--- src/rtl/dvso_pkg.sv ---
package dvso_pkg;
    // timing base
    localparam int unsigned CLK_HZ        = 100_000_000;
    localparam int unsigned CLK_PERIOD_NS = 10;
    localparam int unsigned SH_RATE_HZ    = 40_000;
    localparam int unsigned FRAME_CYC     = CLK_HZ / SH_RATE_HZ;
    localparam int unsigned HALF_CYC      = FRAME_CYC / 2;
    // track window inside each slot, least times so rounded up
    localparam int unsigned SETTLE_NS     = 1000;
    localparam int unsigned TRACK_NS      = 2000;
    localparam int unsigned SETTLE_CYC    = (SETTLE_NS + CLK_PERIOD_NS - 1) / CLK_PERIOD_NS;
    localparam int unsigned TRACK_CYC     = (TRACK_NS + CLK_PERIOD_NS - 1) / CLK_PERIOD_NS;
    // slave lands two edges after the master sync pulse
    localparam logic [11:0] SYNC_ALIGN    = 12'h002;
    localparam logic [11:0] FRAME_LAST    = 12'(FRAME_CYC - 1);
    localparam logic [11:0] MASTER_START  = 12'h000;
    localparam logic [11:0] SLAVE_START   = 12'(HALF_CYC);
    // gain codes 0..4 pick channels; 5..7 are reserved
    localparam logic [2:0]  GAIN_MAX      = 3'h4;
    localparam logic [2:0]  GAIN_RST      = 3'h0;
    localparam logic [11:0] SAMPLE_RST    = 12'h000;
    // status byte bit positions
    localparam int unsigned ST_EMPTY      = 0;
    localparam int unsigned ST_FULL       = 1;
    localparam int unsigned ST_HIGH_NEXT  = 2;
    localparam int unsigned ST_MASTER     = 3;
    localparam int unsigned ST_OWN_SLOT   = 4;
    localparam int unsigned ST_RSVD_GAIN  = 5;
    localparam int unsigned BUF_DEPTH     = 2;

    typedef struct packed {
        logic [2:0]  gain;
        logic [11:0] word;
    } dvso_sample_t;
endpackage

--- src/rtl/dvso_port.sv ---
`timescale 1ns/1ps
// What this block does
// 8-bit shared bus, driven only on reads
// select high means bus activity ignored
// select and read low drive status
// write enable low marks write cycle
// data captured on strobe rising edge
// role input: high master, low slave
// sync pin driven by master, followed by slave
// single clock runs all sequencing
// reset initialises all internal state except the buffer storage
// master drives in slot high, slave low
// sample presented as 12-bit word
// 40 kHz sample-hold pulse per generator
// pulse high tracks, low holds value
// slave pulse drives its own path
// gain code selects one of five
// codes 0-4 used, 5-7 reserved
module dvso_port
    import dvso_pkg::*;
(
    // clock, reset, enable
    input  wire logic        i_clk,
    input  wire logic        i_rst_b,
    input  wire logic        i_ce,
    // host bus
    input  wire logic [7:0]  i_host_bus,
    output logic      [7:0]  o_host_bus,
    output logic             o_host_bus_oe_b,
    input  wire logic        i_cs_b,
    input  wire logic        i_rd_b,
    input  wire logic        i_we_b,
    input  wire logic        i_write_latch_strobe,
    output logic             o_wr_ready,
    // role and sync
    input  wire logic        i_master,
    input  wire logic        i_sync_line,
    output logic             o_sync_line,
    output logic             o_sync_line_oe_b,
    input  wire logic        i_output_slot_select,
    output logic             o_output_slot_select,
    output logic             o_output_slot_select_oe_b,
    // dac side
    output logic      [11:0] o_sample_word,
    output logic             o_sample_word_oe_b,
    output logic      [2:0]  o_gain_range_code,
    output logic             o_sample_hold_pulse
);

    logic              role_ff;
    logic              strobe_prev_ff;
    logic              sync_prev_ff;
    logic              byte_hi_ff;
    logic [7:0]        lo_byte_ff;
    logic [11:0]       frame_cnt_ff;
    logic [11:0]       nxt_frame_cnt;
    dvso_sample_t      buf_mem [BUF_DEPTH];
    logic              wr_ptr_ff;
    logic              rd_ptr_ff;
    logic [1:0]        fill_ff;
    logic [1:0]        nxt_fill;
    logic              rsvd_seen_ff;
    logic              wr_edge;
    logic              push;
    logic              pop;
    logic              own_slot;
    dvso_sample_t      in_sample;
    dvso_sample_t      head;

    // true when count sits inside the track window of a slot
    function automatic logic in_track(input logic [11:0] cnt, input logic [11:0] start);
        logic [11:0] lo;
        logic [11:0] hi;
        lo = start + 12'(SETTLE_CYC);
        hi = lo + 12'(TRACK_CYC);
        return (cnt >= lo) && (cnt < hi);
    endfunction

    // write strobe edge, only while selected with write enable low
    assign wr_edge  = i_write_latch_strobe && !strobe_prev_ff && !i_cs_b && !i_we_b;
    assign in_sample = '{gain: i_host_bus[6:4], word: {i_host_bus[3:0], lo_byte_ff}};
    assign push     = wr_edge && byte_hi_ff && (fill_ff != 2'(BUF_DEPTH));
    assign pop      = (frame_cnt_ff == (role_ff ? MASTER_START : SLAVE_START)) && (fill_ff != 2'h0);
    assign head     = buf_mem[rd_ptr_ff];
    assign own_slot = role_ff ? (frame_cnt_ff < SLAVE_START) : !i_output_slot_select;

    // role strap caught by a clocked process after release
    always_ff @(posedge i_clk or negedge i_rst_b) begin
        if (!i_rst_b) begin
            role_ff <= 1'b0;
        end else if (i_ce) begin
            role_ff <= i_master;
        end
    end

    // edge history of strobe and sync
    always_ff @(posedge i_clk or negedge i_rst_b) begin
        if (!i_rst_b) begin
            strobe_prev_ff <= 1'b0;
            sync_prev_ff   <= 1'b0;
        end else if (i_ce) begin
            strobe_prev_ff <= i_write_latch_strobe;
            sync_prev_ff   <= i_sync_line;
        end
    end

    // byte pairing: low byte first, then {x, gain, word[11:8]}
    always_ff @(posedge i_clk or negedge i_rst_b) begin
        if (!i_rst_b) begin
            byte_hi_ff <= 1'b0;
            lo_byte_ff <= 8'h00;
        end else if (i_ce && wr_edge) begin
            if (!byte_hi_ff) begin
                lo_byte_ff <= i_host_bus;
            end
            // a refused high byte still ends the pair to stay aligned
            byte_hi_ff <= !byte_hi_ff;
        end
    end

    // two-entry buffer so a busy dac slot loses no word until both entries are full
    always_comb begin
        nxt_fill = fill_ff;
        if (push && !pop) begin
            nxt_fill = fill_ff + 2'h1;
        end else if (pop && !push) begin
            nxt_fill = fill_ff - 2'h1;
        end
    end

    always_ff @(posedge i_clk or negedge i_rst_b) begin
        if (!i_rst_b) begin
            wr_ptr_ff  <= 1'b0;
            rd_ptr_ff  <= 1'b0;
            fill_ff    <= 2'h0;
            o_wr_ready <= 1'b0;
        end else if (i_ce) begin
            if (push) begin
                wr_ptr_ff <= !wr_ptr_ff;
            end
            if (pop) begin
                rd_ptr_ff <= !rd_ptr_ff;
            end
            fill_ff    <= nxt_fill;
            o_wr_ready <= (nxt_fill != 2'(BUF_DEPTH));
        end
    end

    // storage has no reset; entries are only read after a push
    always_ff @(posedge i_clk) begin
        if (i_ce && push) begin
            buf_mem[wr_ptr_ff] <= in_sample;
        end
    end

    // host read: status byte while select and read are low
    always_ff @(posedge i_clk or negedge i_rst_b) begin
        if (!i_rst_b) begin
            o_host_bus      <= 8'h00;
            o_host_bus_oe_b <= 1'b1;
        end else if (i_ce) begin
            o_host_bus_oe_b <= i_cs_b || i_rd_b;
            o_host_bus      <= 8'h00;
            o_host_bus[ST_EMPTY]     <= (fill_ff == 2'h0);
            o_host_bus[ST_FULL]      <= (fill_ff == 2'(BUF_DEPTH));
            o_host_bus[ST_HIGH_NEXT] <= byte_hi_ff;
            o_host_bus[ST_MASTER]    <= role_ff;
            o_host_bus[ST_OWN_SLOT]  <= own_slot;
            o_host_bus[ST_RSVD_GAIN] <= rsvd_seen_ff;
        end
    end

    // frame counter; the slave realigns on each sync rising edge
    always_comb begin
        nxt_frame_cnt = (frame_cnt_ff == FRAME_LAST) ? 12'h000 : frame_cnt_ff + 12'h001;
        if (!role_ff && i_sync_line && !sync_prev_ff) begin
            nxt_frame_cnt = SYNC_ALIGN;
        end
    end

    always_ff @(posedge i_clk or negedge i_rst_b) begin
        if (!i_rst_b) begin
            frame_cnt_ff <= 12'h000;
        end else if (i_ce) begin
            frame_cnt_ff <= nxt_frame_cnt;
        end
    end

    // sync and slot pins: master drives, slave listens
    always_ff @(posedge i_clk or negedge i_rst_b) begin
        if (!i_rst_b) begin
            o_sync_line               <= 1'b0;
            o_sync_line_oe_b          <= 1'b1;
            o_output_slot_select      <= 1'b0;
            o_output_slot_select_oe_b <= 1'b1;
        end else if (i_ce) begin
            o_sync_line_oe_b          <= !role_ff;
            o_sync_line               <= role_ff && (frame_cnt_ff == 12'h000);
            o_output_slot_select_oe_b <= !role_ff;
            o_output_slot_select      <= role_ff && (frame_cnt_ff < SLAVE_START);
        end
    end

    // sample and gain update once per frame at slot start
    always_ff @(posedge i_clk or negedge i_rst_b) begin
        if (!i_rst_b) begin
            o_sample_word     <= SAMPLE_RST;
            o_gain_range_code <= GAIN_RST;
            rsvd_seen_ff      <= 1'b0;
        end else if (i_ce && pop) begin
            o_sample_word <= head.word;
            // reserved codes keep the last gain rather than open no channel
            if (head.gain <= GAIN_MAX) begin
                o_gain_range_code <= head.gain;
            end else begin
                rsvd_seen_ff <= 1'b1;
            end
        end
    end

    // dac drive window and sample-hold track pulse
    always_ff @(posedge i_clk or negedge i_rst_b) begin
        if (!i_rst_b) begin
            o_sample_word_oe_b  <= 1'b1;
            o_sample_hold_pulse <= 1'b0;
        end else if (i_ce) begin
            o_sample_word_oe_b  <= !own_slot;
            // window sits after settle, so the glitch at slot start is held off
            o_sample_hold_pulse <= in_track(frame_cnt_ff, role_ff ? MASTER_START : SLAVE_START);
        end
    end
endmodule // dvso_port

--- config.mk ---
export PLATFORM = sky130hd
export DESIGN_NAME = dvso_port
export DESIGN_NICKNAME = d
export VERILOG_FILES = /design/src/rtl/dvso_pkg.sv /design/src/rtl/dvso_port.sv
export SDC_FILE = /design/constraint.sdc
export NUM_CORES = 1
export LEC_CHECK = 0
export ABC_AREA = 1
export BUFFER_PORTS_ARGS = -buffer_cell sky130_fd_sc_hd__buf_2
export CAP_MARGIN = 5
export CORE_UTILIZATION = 45
export CTS_BUF_LIST = sky130_fd_sc_hd__clkbuf_4 sky130_fd_sc_hd__clkbuf_8
export DETAILED_ROUTE_END_ITERATION = 16
export GPL_TIMING_DRIVEN = 0
export PLACE_DENSITY = 0.68
export SYNTH_ARGS = -nofsm -noshare
export SYNTH_HDL_FRONTEND = slang
export SYNTH_SLANG_ARGS = --single-unit
--- constraint.sdc ---
create_clock -name i_clk -period 3 [get_ports i_clk]
set_input_delay 0.3 -clock i_clk [delete_from_list [all_inputs] [get_ports i_clk]]
set_output_delay 0.3 -clock i_clk [all_outputs]
set_load 0.02 [all_outputs]
# == Yosys cells after proc, flatten, opt, wreduce, memory -nomap -nowiden ==
# Memories as Yosys holds them, arrays and structs flattened.
# Cells that the tools add are included.
# classes
reduce_logical,37
div,0
n_lt_le_gt_ge,4
n_mul,0
n_shift,0
n_mux,8
eq_ne,5
n_addsub,5
n_bitwise,2
# ops
op,count
2-to-1 mux 12 bit,2
logical AND 1 bit,16
adder 11 x 7 -> 12 bit (second input constant),1
adder 12 x 1 -> 12 bit (second input constant),1
adder 12 x 8 -> 12 bit (second input constant),1
equality test 12 bit,1
equality test 12 bit (second input constant),1
greater-or-equal comparator 12 bit,1
zero test 1 bit,12
zero test 12 bit,1
< comparator 12 x 11 -> 1 bit (second input constant),1
< comparator 12 bit,1
2-to-1 mux 11 bit,1
AND reduction 2 bit,5
2-to-1 mux 2 bit,2
inequality test 2 bit (second input constant),2
<= comparator 3 bit (second input constant),1
2-to-1 mux 1 bit,3
adder 2 x 1 -> 2 bit (second input constant),1
equality test 2 bit (second input constant),1
zero test 2 bit,1
NOT 1 bit,2
nonzero test 2 bit,1
subtractor 2 x 1 -> 2 bit (second input constant),1
logical OR 1 bit,1
# totals
memories,1
latchBits,0
in_bits,18
mem_bits_ro,0
mem_bits_rw,30
reg_bits,57
# memory_table
memory,depth,word_bits,read_ports,rd_clocked_by_memory_dff,wr,line,source
buf_mem,2,15,1,0,1,dvso_port.sv:57,dvso_sample_t buf_mem [BUF_DEPTH];

# == Logic depth before layout (Yosys ltp) ==
# logic_depth
word_depth,11
mapped_depth,13

# == Least setup slack after synthesis ==
# OpenSTA, ideal clock, no wires.
# synth_path
kind,register -> register
start,reg fill_ff[0]
end,"mem buf_mem[1][0] (netlist bit), enable pin"
n_path_buf,0
setup_slack_ns,0.992
stages_incl_launch_ff,8
period_less_slack_ns,2.008
t_arrival_ns,1.621
required_time_ns,2.614
path_cell_list,dfrtp_1 inv_1 ha_1 nor2_1 nand3_1 inv_1 nand2_1 nor2_1
# synth_via
elab_chain_len,5
# synth_rtl
item,line,source
start: declaration,dvso_port.sv:60,logic [1:0] fill_ff;
start signal: assignment,dvso_port.sv:144,fill_ff <= nxt_fill;
inequality test 2 bit,dvso_port.sv:82,assign push = wr_edge && byte_hi_ff && (fill_ff != 2'(BUF_DEPTH));
logical AND 1 bit,dvso_port.sv:82,
logical AND 1 bit,dvso_port.sv:151,if (i_ce && push) begin
2-to-1 mux 1 bit,dvso_port.sv:151,
2-to-1 mux 1 bit (not written as such),dvso_port.sv:152,buf_mem[wr_ptr_ff] <= in_sample;
end: declaration,dvso_port.sv:57,
# No other way between the ends.

# == Worst setup path after layout ==
# layout_path
start,reg fill_ff[0]
end,"mem buf_mem[0][12] (netlist bit), enable pin"
# The elaborated chain is that of the path after synthesis.

==> flow_metrics.py <==
metrics = {
    "synthesis": {
        "synth_area_per_cell_um2": 10.50,
        "synth_compound_area_share_pct": 7.666,
        "synth_simple_gate_area_share_pct": 19.18,
        "yosys.area.top_type": "dfrtp_1",
        "ys_seq_elements": 87,
        "syn-instance-count": 381,
        "synth_area_um2": 3999,
        "yosysTopAreaCellShare_pct": 33.79,
        "synth.area.top_cells": "dfrtp_1 (34%), edfxtp_1 (23%), nand2_1 (7.7%)",
        "synth_fa_ha_area_share_pct": 3.129,
        "synth_top_family_by_area": "simple AND/OR/NAND/NOR gates",
        "synth_xor_area_share_pct": 1.095,
        "ys_warn_count": 0,
        "muxShareOfSynthArea_pct": 5.257,
        "seq_area_frac_synth_pct": 58.29,
        "synth.distinct_cells": 43,
    },
    "cells_and_area": {
        "instances_no_fill": 552,
        "n_antenna_cell": 0,
        "drive_gt1_share_pct": 27.25,
        "layout_common_cells": "nand2_1 (82), dfrtp_1 (54), buf_2 (48), nor2_1 (31), edfxtp_1 (30)",
        "final_core_util_pct": 52.48,
        "final_area_um2": 4554,
        "synthToLayoutAreaGrowth_pct": 13.89,
        "nNetsFinal": 467,
        "layout_commonest_cell": "nand2_1",
    },
    "placed_design": {
        "io_buffers": 45,
        "place_area_um2": 4374,
        "post-place-cells": 536,
        "dp_hpwl_um": 5714,
        "gp_congestion": 0.8855,
    },
    "worst_setup_path": {
        "crit_type": "register to register",
        "worst_ep_required_time_ns": 3.06,
        "critPathMaxFanout": 8,
        "arrival_ns": 2.33,
        "critPathLaunchType": "register",
        "crit_path_end_kind": "register",
    },
    "global_routing": {
        "grt-ovfl-total": 0,
        "grt_start_max_net_pins": 58,
        "antenna_found_initial": 0,
        "grt_pass1_vias": 2661,
        "grt_pass1_wl_um": 13150,
        "grt_usage_pct": 19.29,
    },
    "detailed_routing": {
        "num_vias": 2850,
        "drtPass1Iterations": 5,
        "drtAntennaViolNets": 0,
        "wl_um": 8050,
        "avgViaCountPerCell": 5.163,
        "drcViolationCount": 0,
        "wire_per_inst_um": 14.58,
        "drt_iter0_drc": 180,
    },
    "clock_tree": {
        "cts.sinks": 87,
        "cts_buffer_depth": 2,
        "hold_buffers": 0,
        "htreeDepth": 3,
        "cts_made_buffers": 9,
        "cts_tree": "built",
        "clockRootBuffer": "clkbuf_8",
        "post_cts_resized": 0,
        "clock_latency_ns": 0.35,
        "cts_setup_buffers": 0,
        "clk_pin_slew_worst_paths_ns": 0.09,
    },
    "timing": {
        "rsz0062_at_grt": "no",
        "tightest_slew_ns": 0.8383,
        "setup_viol": 0,
        "post-route-min-period_ns": 2.270,
        "relSlewSlack_pct": 44.06,
        "finalMaxSlewViolations": 0,
        "tns_ns": 0,
        "finalHoldViolations": 0,
        "fmax_mhz": 440.6,
        "fin_skew_ns": 0.01042,
        "min_period_over_period_pct": 75.66,
    },
    "die": {
        "dieArea_um2": 9267,
        "rows": 34,
        "die_y_um": 96.27,
        "start_util_pct": 46.08,
        "ios": 49,
        "core_um2": 8678,
        "fp.dieW_um": 96.27,
    },
    "run_status": {
        "status": "finished clean",
    },
    "worst_hold_path": {
        "min_path_type": "input port to async pin",
    },
    "power": {
        "vdd_drop_max_v": 0.0002600,
        "p_leak_nw": 2.221,
        "powerDensity_nw_per_um2": 701.4,
        "p_total_mw": 3.195,
    },
    "flow_run": {
        "cap_violations": 0,
    },
}
## metal layers
layer	GRT usage, %	routed length, um	vias to the layer above
li1	-	-	1389
met1	26.29	3732	1383
met2	30.20	3782	66
met3	3.476	388	12
met4	8.209	146	0
met5	0	0	-
## power breakdown
group	switching [mW]	total [mW]	internal, mW
combinational	0.558	0.915	0.357
sequential	0.129	1.55	1.42
clock	0.412	0.727	0.315
## worst paths after layout
kind / from / cells after the start / endpoint / slack, ns
worst max-delay path: fill_ff[0]$_DFFE_PN0P_ / 8 / buf_mem[0][12]$_DFFE_PP_ / 0.73
worst min-delay path: i_rst_b / 1 / frame_cnt_ff[6]$_DFFE_PN0P_ / 0.009
worst max register to register: fill_ff[0]$_DFFE_PN0P_ / 8 / buf_mem[0][12]$_DFFE_PP_ / 0.73
worst min register to register: lo_byte_ff[5]$_DFFE_PN0P_ / 0 / buf_mem[0][5]$_DFFE_PP_ / 0.47
max in group asynchronous: i_rst_b / 1 / lo_byte_ff[3]$_DFFE_PN0P_ / 2.49
min in group i_clk: i_host_bus[0] / 1 / buf_mem[0][8]$_DFFE_PP_ / 0.16
## critical path, stage by stage, from the launching register on
cell and delay [ns]:
dfrtp_1 0.35, inv_1 0.08, ha_1 0.23, nor2_1 0.11
nand3_1 0.14, inv_1 0.11, nand2_1 0.11, nor2_1 0.63
buf_6 0.24
## cells in the mapped netlist (all sizes together)
| cell | number |
|---|---|
| o21a | 3 |
| a21oi | 7 |
| edfxtp | 30 |
| clkinv | 1 |
| nand3 | 16 |
| and3 | 1 |
| a21o | 1 |
| nor4 | 2 |
| nand4 | 10 |
| clkbuf | 2 |
| dfstp | 3 |
| buf | 11 |
| a31oi | 2 |
| inv | 31 |
| mux2i | 12 |
| o22ai | 1 |
| xnor2 | 1 |
| o21bai | 1 |
| or2 | 3 |
| conb | 1 |
| o21ai | 31 |
| nand2 | 91 |
| mux2 | 8 |
| dfrtp | 54 |
| nor3b | 2 |
| nor3 | 3 |
| nor2 | 38 |
| ha | 10 |
| o211ai | 1 |
| xor2 | 4 |
## sequential cells by signal, indices dropped and copies added, names as in the netlist, 2 cells and up
signal,count
buf_mem,30
fill_ff,2
frame_cnt_ff,12
lo_byte_ff,8
o_gain_range_code,3
o_host_bus,6
o_sample_word,12
## stage by stage
| stage | worst slack (ns) | hold WS [ns] |
|---|---|---|
| final | 0.7303 | 0.009018 |
| after global routing | 0.5299 | 0.06739 |
| after CTS | 0.4464 | 0.1356 |
| after detailed placement | 0.3116 | 0.4532 |
| after global placement | 0.3372 | 0.4402 |
| after floorplan | 0.9921 | 0.004409 |
## cell families (layout without fill, tap and decap cells)
logic type / Yosys count / count (layout)
DFF: 87 / 87
muxes: 20 / 20
xor gates and xnor gates: 5 / 5
AOI/OAI and AO/OA: 47 / 47
and+or+nand+nor: 166 / 166
buffers and inverters: 45 / 107
adders and majority gates: 10 / 10
other: 1 / 2
## layout make-up
type | count | area (um^2)
Sequential cell | 87 | 2331
Timing Repair Buffer | 46 | 239.0
Clock buffer | 10 | 131.4
Buffer | 13 | 91.34
Clock inverter | 6 | 43.79
Tap cell | 108 | 135.1
Multi-Input combinational cell | 250 | 1463
Fill cell | 792 | 4124
Inverter | 32 | 120.1
Power figures use the tool's default switching activity.
